==> config.mk <==
export PLATFORM = sky130hd
export DESIGN_NAME = dif_input_port
export DESIGN_NICKNAME = d
export VERILOG_FILES = /design/src/logic/dif_pkg.sv /design/src/logic/dif_input_port.sv
export VERILOG_INCLUDE_DIRS = /design/src /design/src/logic
export SDC_FILE = /design/constraint.sdc
export NUM_CORES = 1
export LEC_CHECK = 0
export ABC_AREA = 1
export BUFFER_PORTS_ARGS = -buffer_cell sky130_fd_sc_hd__clkbuf_2
export CAP_MARGIN = 20
export CORE_MARGIN = 10
export CORE_UTILIZATION = 60
export CTS_CLUSTER_SIZE = 40
export DETAILED_ROUTE_END_ITERATION = 8
export PLACE_DENSITY = 0.88
export SLEW_MARGIN = 10
export SYNTH_ARGS = -nofsm -noshare
export SYNTH_HDL_FRONTEND = slang
export SYNTH_SLANG_ARGS = --single-unit
==> constraint.sdc <==
create_clock -name sys_clk -period 5.5 [get_ports sys_clk]
set_input_delay 0 -clock sys_clk [delete_from_list [all_inputs] [get_ports sys_clk]]
set_output_delay 0 -clock sys_clk [all_outputs]
set_load 0.05 [all_outputs]
==> src/logic/dif_defs.svh <==
/*
 * Constants for the DDR input port and its elastic sample buffer:
 * pointer reset addresses, sync select bit positions and the serial sync select code.
 * Assumes it is included by bare name from the package and the design file.
 */
// Contract
// - Word mode: 16-bit I then Q interleaved.
// - Byte mode: I high, I low, Q high, Q low.
// - Capture both edges, build 32-bit I/Q sample.
// - Sync strobes sampled on rising data edges only.
// - Byte mode: sync rising edge aligns byte boundaries.
// - Parity enabled: frame at next falling edge.
// - Buffer holds 8 samples of two 16-bit channels.
// - Write/read at pointers, each advances one per access.
// - Read rate is converter clock over interpolation, halved-word.
// - Pointer reset: write 0, read programmable, default 4.
// - Selected write sync rising edge resets write pointer.
// - Read sync selectable; write sync recaptured for reads.
// - Output strobe, sampled by converter clock, resets reads.
// - Pointers wrap by themselves; one reset suffices.
// - Word mode serial sync resets both pointers.
// - Buffer bypass by enable with read select. Code: elasticBufferEnable low alone bypasses; read select plays no part.
// - Dual source: write from frame/sync, read from strobe.
// - Bypass passes data straight, pointers ignored.
`ifndef DIF_DEFS_SVH
`define DIF_DEFS_SVH
`define DIF_WR_RESET_ADDR 3'h0
`define DIF_RD_RESET_ADDR_DEFAULT 3'h4
`define DIF_SEL_SYNC 0
`define DIF_SEL_FRAME 1
`define DIF_SEL_OUTPUT_STROBE_INPUT 2
`define DIF_SEL_SIF 3
`define DIF_SIF_SELECT_CODE 4'h8
`endif

==> src/logic/dif_pkg.sv <==
/*
 * Types shared by the DDR input port.
 * Assumes dif_defs.svh is reachable on the include path.
 */
`default_nettype none
`include "dif_defs.svh"
package dif_pkg;
	// Byte-mode phase of the current sample, Gray coded along the byte order.
	typedef enum logic [1:0] {
		BYTE_I_HI = 2'h0,
		BYTE_I_LO = 2'h1,
		BYTE_Q_HI = 2'h3,
		BYTE_Q_LO = 2'h2
	} dif_byte_e;
	typedef logic [31:0] dif_sample_t;
endpackage
`default_nettype wire

==> src/logic/dif_input_port.sv <==
/*
 * DDR input port with elastic sample buffer: the buffer module and the port top.
 * Assumes every input is synchronous to sys_clk, which runs well above both the data
 * clock and the converter clock so that their edges can be seen as level changes.
 */
`timescale 1ns/100ps
`default_nettype none
`include "dif_defs.svh"

module dif_fifo #(
	parameter int WIDTH = 32,
	parameter int DEPTH = 8
) (
	input wire logic sys_clk,
	input wire logic reset,
	input wire logic clkEn,
	input wire logic wrValid,
	output logic wrReady,
	input wire logic [WIDTH-1:0] wrData,
	output logic rdValid,
	input wire logic rdReady,
	output logic [WIDTH-1:0] rdData,
	input wire logic wrPtrReset,
	input wire logic rdPtrReset,
	input wire logic [$clog2(DEPTH)-1:0] rdResetPos,
	output logic [$clog2(DEPTH):0] level
);
	localparam int AW = $clog2(DEPTH);
	logic [WIDTH-1:0] mem [DEPTH];
	logic [AW:0] wrPtr_r, wrPtr_nxt, rdPtr_r, rdPtr_nxt;
	logic doWr, doRd;

	// The wrap bit of the read pointer is set on rdPtrReset (reset clears it) so the gap reads as occupancy.
	assign level = wrPtr_r - rdPtr_r;
	assign wrReady = (level < (AW+1)'(DEPTH));
	assign rdValid = (level != '0);
	assign doWr = wrValid & wrReady & clkEn;
	assign doRd = rdValid & rdReady & clkEn;
	assign rdData = mem[rdPtr_r[AW-1:0]];

	always_comb begin
		wrPtr_nxt = wrPtr_r;
		rdPtr_nxt = rdPtr_r;
		if (wrPtrReset) begin
			wrPtr_nxt = (AW+1)'(`DIF_WR_RESET_ADDR);
		end else if (doWr) begin
			wrPtr_nxt = wrPtr_r + 1'b1;
		end
		if (rdPtrReset) begin
			rdPtr_nxt = {1'b1, rdResetPos};
		end else if (doRd) begin
			rdPtr_nxt = rdPtr_r + 1'b1;
		end
	end

	always_ff @(posedge sys_clk) begin
		if (reset) begin
			wrPtr_r <= '0;
			rdPtr_r <= '0;
		end else if (clkEn) begin
			wrPtr_r <= wrPtr_nxt;
			rdPtr_r <= rdPtr_nxt;
		end
	end

	// The memory has no reset, so a word read before it was first written is undefined.
	always_ff @(posedge sys_clk) begin
		if (doWr) begin
			mem[wrPtr_r[AW-1:0]] <= wrData;
		end
	end
endmodule

module dif_input_port import dif_pkg::*; #(
	parameter int DEPTH = 8
) (
	input wire logic sys_clk,
	input wire logic reset,
	input wire logic clkEn,
	input wire logic wordModeSel,
	input wire logic inputDdrClock,
	input wire logic [15:0] ddrData,
	input wire logic frameIn,
	input wire logic syncIn,
	input wire logic serialIfSync,
	input wire logic converterClock,
	input wire logic outputStrobeInput,
	input wire logic parityFromFrameEnable,
	input wire logic elasticBufferEnable,
	input wire logic [3:0] writePtrSyncSelect,
	input wire logic [3:0] readPtrSyncSelect,
	input wire logic [1:0] formatterSyncSelect,
	input wire logic [2:0] readPtrResetPosition,
	input wire logic [4:0] interpolation,
	input wire logic outReady,
	output logic sampleReady,
	output logic [31:0] outData,
	output logic outValid,
	output logic blockParity,
	output logic blockParityValid,
	output logic [3:0] fifoLevel
);
	logic ddrPrev_r, ddrPrev_nxt, frameS_r, frameS_nxt, syncS_r, syncS_nxt, sifPrev_r, sifPrev_nxt;
	dif_byte_e phase_r, phase_nxt, phaseCur;
	logic [15:0] iHold_r, iHold_nxt;
	logic [7:0] qHi_r, qHi_nxt;
	dif_sample_t sample_r, sample_nxt;
	logic sampleValid_r, sampleValid_nxt, parity_r, parity_nxt, parityValid_r, parityValid_nxt;
	logic ddrRise, ddrFall, frameRise, syncRise, sifRise, sifOk, wrSyncEv, xferEv;
	logic xTog_r, xTog_nxt, xS1_r, xS2_r, xS3_r;
	logic convPrev_r, convPrev_nxt, ostrS_r, ostrS_nxt, convRise, ostrRise, readTick, rdGo, rdSyncEv;
	logic [4:0] interpEff;
	logic [5:0] divCnt_r, divCnt_nxt, divLen;
	dif_sample_t outData_r, outData_nxt, fifoRdData;
	logic outValid_r, outValid_nxt, fifoRdValid;

	assign ddrRise = inputDdrClock & ~ddrPrev_r;
	assign ddrFall = ~inputDdrClock & ddrPrev_r;
	// Strobe edges are judged only against the level seen at the previous rising edge.
	assign frameRise = ddrRise & frameIn & ~frameS_r;
	assign syncRise = ddrRise & syncIn & ~syncS_r;
	// Serial sync is a control level, not a data-bus strobe, so its edge is taken on the system clock.
	assign sifRise = serialIfSync & ~sifPrev_r;
	assign sifOk = wordModeSel & formatterSyncSelect[1];
	assign wrSyncEv = (writePtrSyncSelect[`DIF_SEL_SYNC] & syncRise)
		| (writePtrSyncSelect[`DIF_SEL_FRAME] & frameRise)
		| (writePtrSyncSelect == `DIF_SIF_SELECT_CODE && readPtrSyncSelect == `DIF_SIF_SELECT_CODE
			&& sifOk && sifRise);

	always_comb begin
		ddrPrev_nxt = inputDdrClock;
		sifPrev_nxt = serialIfSync;
		frameS_nxt = ddrRise ? frameIn : frameS_r;
		syncS_nxt = ddrRise ? syncIn : syncS_r;
		iHold_nxt = iHold_r;
		qHi_nxt = qHi_r;
		sample_nxt = sample_r;
		sampleValid_nxt = 1'b0;
		phase_nxt = phase_r;
		parity_nxt = parity_r;
		parityValid_nxt = 1'b0;
		// A fresh sync edge forces this byte to be the I high byte.
		phaseCur = (frameRise | syncRise) ? BYTE_I_HI : phase_r;
		if (wordModeSel) begin
			if (ddrRise) begin
				iHold_nxt = ddrData;
			end
			if (ddrFall) begin
				sample_nxt = {iHold_r, ddrData};
				sampleValid_nxt = 1'b1;
			end
		end else if (ddrRise | ddrFall) begin
			unique case (phaseCur)
				BYTE_I_HI: begin
					iHold_nxt[15:8] = ddrData[7:0];
					phase_nxt = BYTE_I_LO;
				end
				BYTE_I_LO: begin
					iHold_nxt[7:0] = ddrData[7:0];
					phase_nxt = BYTE_Q_HI;
				end
				BYTE_Q_HI: begin
					qHi_nxt = ddrData[7:0];
					phase_nxt = BYTE_Q_LO;
				end
				BYTE_Q_LO: begin
					sample_nxt = {iHold_r, qHi_r, ddrData[7:0]};
					sampleValid_nxt = 1'b1;
					phase_nxt = BYTE_I_HI;
				end
			endcase
		end
		if (parityFromFrameEnable && ddrFall) begin
			parity_nxt = frameIn;
			parityValid_nxt = 1'b1;
		end
	end

	always_ff @(posedge sys_clk) begin
		if (reset) begin
			ddrPrev_r <= 1'b0;
			sifPrev_r <= 1'b0;
			frameS_r <= 1'b0;
			syncS_r <= 1'b0;
			iHold_r <= 16'h0000;
			qHi_r <= 8'h00;
			sample_r <= 32'h00000000;
			sampleValid_r <= 1'b0;
			phase_r <= BYTE_I_HI;
			parity_r <= 1'b0;
			parityValid_r <= 1'b0;
		end else if (clkEn) begin
			ddrPrev_r <= ddrPrev_nxt;
			sifPrev_r <= sifPrev_nxt;
			frameS_r <= frameS_nxt;
			syncS_r <= syncS_nxt;
			iHold_r <= iHold_nxt;
			qHi_r <= qHi_nxt;
			sample_r <= sample_nxt;
			sampleValid_r <= sampleValid_nxt;
			phase_r <= phase_nxt;
			parity_r <= parity_nxt;
			parityValid_r <= parityValid_nxt;
		end
	end

	// Write-side sync travels to the read side as a toggle; its phase there is ambiguous by design.
	assign xferEv = xS2_r ^ xS3_r;
	assign xTog_nxt = xTog_r ^ ((readPtrSyncSelect[`DIF_SEL_SYNC] & syncRise)
		| (readPtrSyncSelect[`DIF_SEL_FRAME] & frameRise));

	always_ff @(posedge sys_clk) begin
		if (reset) begin
			xTog_r <= 1'b0;
			xS1_r <= 1'b0;
			xS2_r <= 1'b0;
			xS3_r <= 1'b0;
		end else if (clkEn) begin
			xTog_r <= xTog_nxt;
			xS1_r <= xTog_r;
			xS2_r <= xS1_r;
			xS3_r <= xS2_r;
		end
	end

	assign convRise = converterClock & ~convPrev_r;
	assign ostrRise = convRise & outputStrobeInput & ~ostrS_r;
	assign interpEff = (interpolation == 5'h00) ? 5'h01 : interpolation;
	assign divLen = wordModeSel ? {interpEff, 1'b0} : {1'b0, interpEff};
	// Comparing with at least the end point keeps a shortened interpolation from stranding the counter.
	assign readTick = convRise & (divCnt_r >= divLen - 6'h01);
	assign rdGo = readTick & outReady;
	assign rdSyncEv = (readPtrSyncSelect[`DIF_SEL_OUTPUT_STROBE_INPUT] & ostrRise)
		| xferEv
		| (readPtrSyncSelect == `DIF_SIF_SELECT_CODE && writePtrSyncSelect == `DIF_SIF_SELECT_CODE
			&& sifOk && sifRise);

	always_comb begin
		convPrev_nxt = converterClock;
		ostrS_nxt = convRise ? outputStrobeInput : ostrS_r;
		divCnt_nxt = divCnt_r;
		// A read reset also restarts the divider so the output phase follows the strobe.
		if (rdSyncEv) begin
			divCnt_nxt = 6'h00;
		end else if (convRise) begin
			divCnt_nxt = readTick ? 6'h00 : divCnt_r + 6'h01;
		end
		outData_nxt = outData_r;
		outValid_nxt = 1'b0;
		if (!elasticBufferEnable) begin
			if (sampleValid_r) begin
				outData_nxt = sample_r;
				outValid_nxt = 1'b1;
			end
		end else if (rdGo && fifoRdValid) begin
			outData_nxt = fifoRdData;
			outValid_nxt = 1'b1;
		end
	end

	always_ff @(posedge sys_clk) begin
		if (reset) begin
			convPrev_r <= 1'b0;
			ostrS_r <= 1'b0;
			divCnt_r <= 6'h00;
			outData_r <= 32'h00000000;
			outValid_r <= 1'b0;
		end else if (clkEn) begin
			convPrev_r <= convPrev_nxt;
			ostrS_r <= ostrS_nxt;
			divCnt_r <= divCnt_nxt;
			outData_r <= outData_nxt;
			outValid_r <= outValid_nxt;
		end
	end

	// A sample arriving while the buffer is full is dropped; sampleReady shows it to the source.
	dif_fifo #(
		.WIDTH(32),
		.DEPTH(DEPTH)
	) buffer (
		.sys_clk(sys_clk),
		.reset(reset),
		.clkEn(clkEn),
		.wrValid(sampleValid_r & elasticBufferEnable),
		.wrReady(sampleReady),
		.wrData(sample_r),
		.rdValid(fifoRdValid),
		.rdReady(rdGo & elasticBufferEnable),
		.rdData(fifoRdData),
		.wrPtrReset(wrSyncEv),
		.rdPtrReset(rdSyncEv),
		.rdResetPos(readPtrResetPosition),
		.level(fifoLevel)
	);

	assign outData = outData_r;
	assign outValid = outValid_r;
	assign blockParity = parity_r;
	assign blockParityValid = parityValid_r;
endmodule
`default_nettype wire

==> flow_metrics.env <==
export IMPL_worstSetupPathType="in -> reg"
export IMPL_final_cells=2126
export IMPL_leakage_nw=7.552
export IMPL_p_int_mw=4.740
export IMPL_synth_top_family_by_area="simple AND/OR/NAND/NOR gates"
export IMPL_cts_tree="built"
export IMPL_clk_pin_slew_ns=0.06
export IMPL_pin_count=87
export IMPL_synthCells=1668
export IMPL_arrival_ns=3.93
export IMPL_drt_iter0_drc=1464
export IMPL_detail_route_antenna_nets=0
export IMPL_gp_congestion=0.8451
export IMPL_synth_flop_cell="edfxtp_1"
export IMPL_avgSynthCellArea_um2=9.531
export IMPL_syn_nets=1731
export IMPL_critPathMaxFanout=43
export IMPL_slew_headroom_pct=29.87
export IMPL_grt_overflow=0
export IMPL_totalWireLength_um=41040
export IMPL_worst_setup_path_end_kind="flip-flop"
export IMPL_combPwrFrac_pct=9.2
export IMPL_fmax_ghz=0.2842
export IMPL_wl_per_cell_um=19.30
export IMPL_cellPowerDensity_nw_per_um2=343.0
export IMPL_grtUsageTotal_pct=23.67
export IMPL_placed_area_um2=16560
export IMPL_die_area_um2=33410
export IMPL_power_switching_mw=1.502
export IMPL_synth_seq_area_share_pct=63.59
export IMPL_synth_compound_area_share_pct=10.21
export IMPL_layout_min_cycle_time_ns=3.518
export IMPL_swShare_pct=24.07
export IMPL_synth_cell_types=35
export IMPL_required_ns=5.91
export IMPL_fin_crit_sh_pct=63.97
export IMPL_cts_resized=0
export IMPL_cts_made_buffers=38
export IMPL_hold_violations=0
export IMPL_drive_gt1_share_pct=10.16
export IMPL_ys_ff_latch=377
export IMPL_fp_dieW_um=182.8
export IMPL_setup_tns_final_ns=0
export IMPL_p_clk_share_pct=41.6
export IMPL_worst_pin_slew_ns=1.049
export IMPL_synthAdderAreaFrac_pct=1.306
export IMPL_finClkSkew_ns=0.01118
export IMPL_die_y_um=182.8
export IMPL_drc=0
export IMPL_ys_async_sr_fraction_pct=0
export IMPL_clock_path_buffers=3
export IMPL_syn_to_final_growth_pct=14.47
export IMPL_post_dp_hpwl_um=22190
export IMPL_ir_drop_mv=0.2883
export IMPL_syn_area_um2=15900
export IMPL_whs_ns=0.04238
export IMPL_clockRootBuffer="clkbuf_16"
export IMPL_postLayoutCellArea_um2=18200
export IMPL_status="finished, final reports clean"
export IMPL_row_count=59
export IMPL_synth_mux_area_share_pct=0
export IMPL_num_vias=12520
export IMPL_synth_edff_count=256
export IMPL_io_buffers=85
export IMPL_rsz0062_at_grt="false"
export IMPL_critPathLaunchType="primary input"
export IMPL_synth_xor_area_share_pct=0.6060
export IMPL_setup_violations=0
export IMPL_coreArea_um2=26060
export IMPL_cts_sinks=377
export IMPL_synth_simple_gate_area_share_pct=18.57
export IMPL_yosysWarnings=0
export IMPL_drv_slew=0
export IMPL_cts_max_level=2
export IMPL_viasPerCell=5.888
export IMPL_grt_first_pass_wirelength_um=64190
export IMPL_seqPwrFrac_pct=49.2
export IMPL_layout_nets=1824
export IMPL_hold_path_class="in -> reg"
export IMPL_grt_pass1_vias=12390
export IMPL_antennaDiodeCount=0
export IMPL_placedCellCount=2019
export IMPL_start_util_pct=61.01
export IMPL_maxCapViolCount=0
export IMPL_clock_latency_ns=0.53
export IMPL_antenna_found_initial=0
export IMPL_first_pass_iters=6
export IMPL_grt_max_degree=93
==> through the flow <==
stage | power, mW | setup WS [ns] | utilization, %
finish | 6.243 | 1.982 | 69.84
global route | 6.417 | 1.634 | 69.84
CTS | 6.226 | 2.133 | 69.73
detailed placement | 3.658 | 1.738 | 63.56
global placement | 3.630 | 1.865 | 63.35
floorplan | 3.510 | 0.7798 | -
==> flip-flops by register name, indices dropped and copies added, names as in the netlist, named ones only <==
name	flops
outData	32
qHi_r	8
sifPrev_r	1
convPrev_r	1
buffer.mem	256
outValid	1
ddrPrev_r	1
frameS_r	1
iHold_r	16
syncS_r	1
divCnt_r	6
xS1_r	1
buffer.wrPtr_r	4
xS3_r	1
sample_r	32
blockParity	1
buffer.rdPtr_r	4
sampleValid_r	1
blockParityValid	1
ostrS_r	1
xS2_r	1
phase_r	2
xTog_r	1
==> layout by cell type, fill, tap and decap left out, types with 3 or more instances in the layout <==
cell / netlist / final
dlygate4sd3_1: 0 / 36
nand3_1: 58 / 58
nor2_4: 3 / 8
buf_16: 0 / 3
nand4_1: 4 / 4
nor3_2: 1 / 4
nor2_1: 384 / 379
o22ai_1: 33 / 33
or2_2: 3 / 3
buf_4: 1 / 16
clkbuf_16: 0 / 41
clkbuf_2: 0 / 85
a21oi_1: 27 / 27
nor3_1: 6 / 3
ha_1: 15 / 15
inv_2: 6 / 5
o21ai_0: 174 / 174
nand2_1: 281 / 281
inv_1: 126 / 125
dfxtp_1: 121 / 120
clkbuf_8: 0 / 5
xnor2_1: 4 / 4
clkbuf_1: 39 / 11
o21ai_1: 28 / 28
xor2_1: 7 / 7
clkinv_2: 0 / 6
o211ai_1: 31 / 31
edfxtp_1: 256 / 256
clkinv_1: 0 / 5
==> cell usage after synthesis (all sizes together), types with 3 or more instances <==
library cell  count  area, um2
a21oi            27      135.1
buf              48      267.8
clkbuf           39      146.4
dfxtp           121       2422
edfxtp          256       7687
ha               15      187.7
inv             132      495.5
nand2           282       1061
nand3            58      290.3
nand4             4      25.02
nor2            387       1475
nor3              7      40.04
o211ai           31      232.7
o21ai           202       1011
o22ai            33      206.5
or2               3      18.77
xnor2             4      35.03
xor2              7      61.31
==> power groups by stage <==
| stage | sequential (mW) | combinational (mW) | clock, mW |
|---|---|---|---|
| 3_3_place_gp | 3.13 | 0.501 | 0 |
| 2_1_floorplan | 3.12 | 0.393 | 0 |
| 5_1_grt | 3.08 | 0.627 | 2.71 |
| 4_1_cts | 3.07 | 0.558 | 2.60 |
| 3_5_place_dp | 3.13 | 0.526 | 0 |
| 6_report | 3.07 | 0.573 | 2.60 |
==> worst max-delay path, stage by stage <==
cell and delay, ns:
clkbuf_2 0.35, inv_2 0.28, a21oi_1 0.23, nand2_1 0.13, o311ai_0 0.48, ha_1 0.36
nand2_1 0.10, inv_1 0.04, a21oi_1 0.17, nand2_1 0.09, nand3_1 0.14, nor2_4 0.06
nor2_4 0.76, buf_4 0.42, nand2_1 0.12, nand2_1 0.10, nor2_1 0.05
==> layer usage <==
layer  vias to the layer above  part of all wire (%)  track usage (%)
met3                       136                    11            4.626
met2                       818                    49            40.77
li1                       5758                     -                -
met1                      5805                    36            29.05
met5                         -                     0                0
met4                         0                   3.4            8.748
==> path summary, 6_finish.rpt <==
check	startpoint	end	slack (ns)	cells past startpoint
max	wordModeSel	outData[0]	1.98	17
min reg2reg	blockParity	blockParity	0.46	2
max reg2reg	buffer.wrPtr_r[0]	outData[0]	2.13	13
min	writePtrSyncSelect[1]	buffer.wrPtr_r[3]	0.04	6
==> layout make-up <==
type	count	area [um2]
sequential	377	10110
clock buffer	57	1136
inverter	132	498.0
timing repair buffer	140	988.4
fill	1754	7860
clock inverter	13	112.6
tap	335	419.2
multi-input combinational	1072	4931
==> repair_timing <==
action                    4_1_cts  5_1_grt
hold endpoints to repair       59        0
buffers inserted                0        0
hold buffers                   36        0
==> cell families (layout without fill, tap and decap cells) <==
family	count (synthesis)	in the layout
XOR/XNOR	11	11
AO/OA/AOI/OAI	298	298
adder cells (fa/ha/maj)	16	16
buffers and inverters	219	342
flip-flops	377	377
AND/OR/NAND/NOR	747	747
No activity file was read; power rests on OpenSTA's default activity.
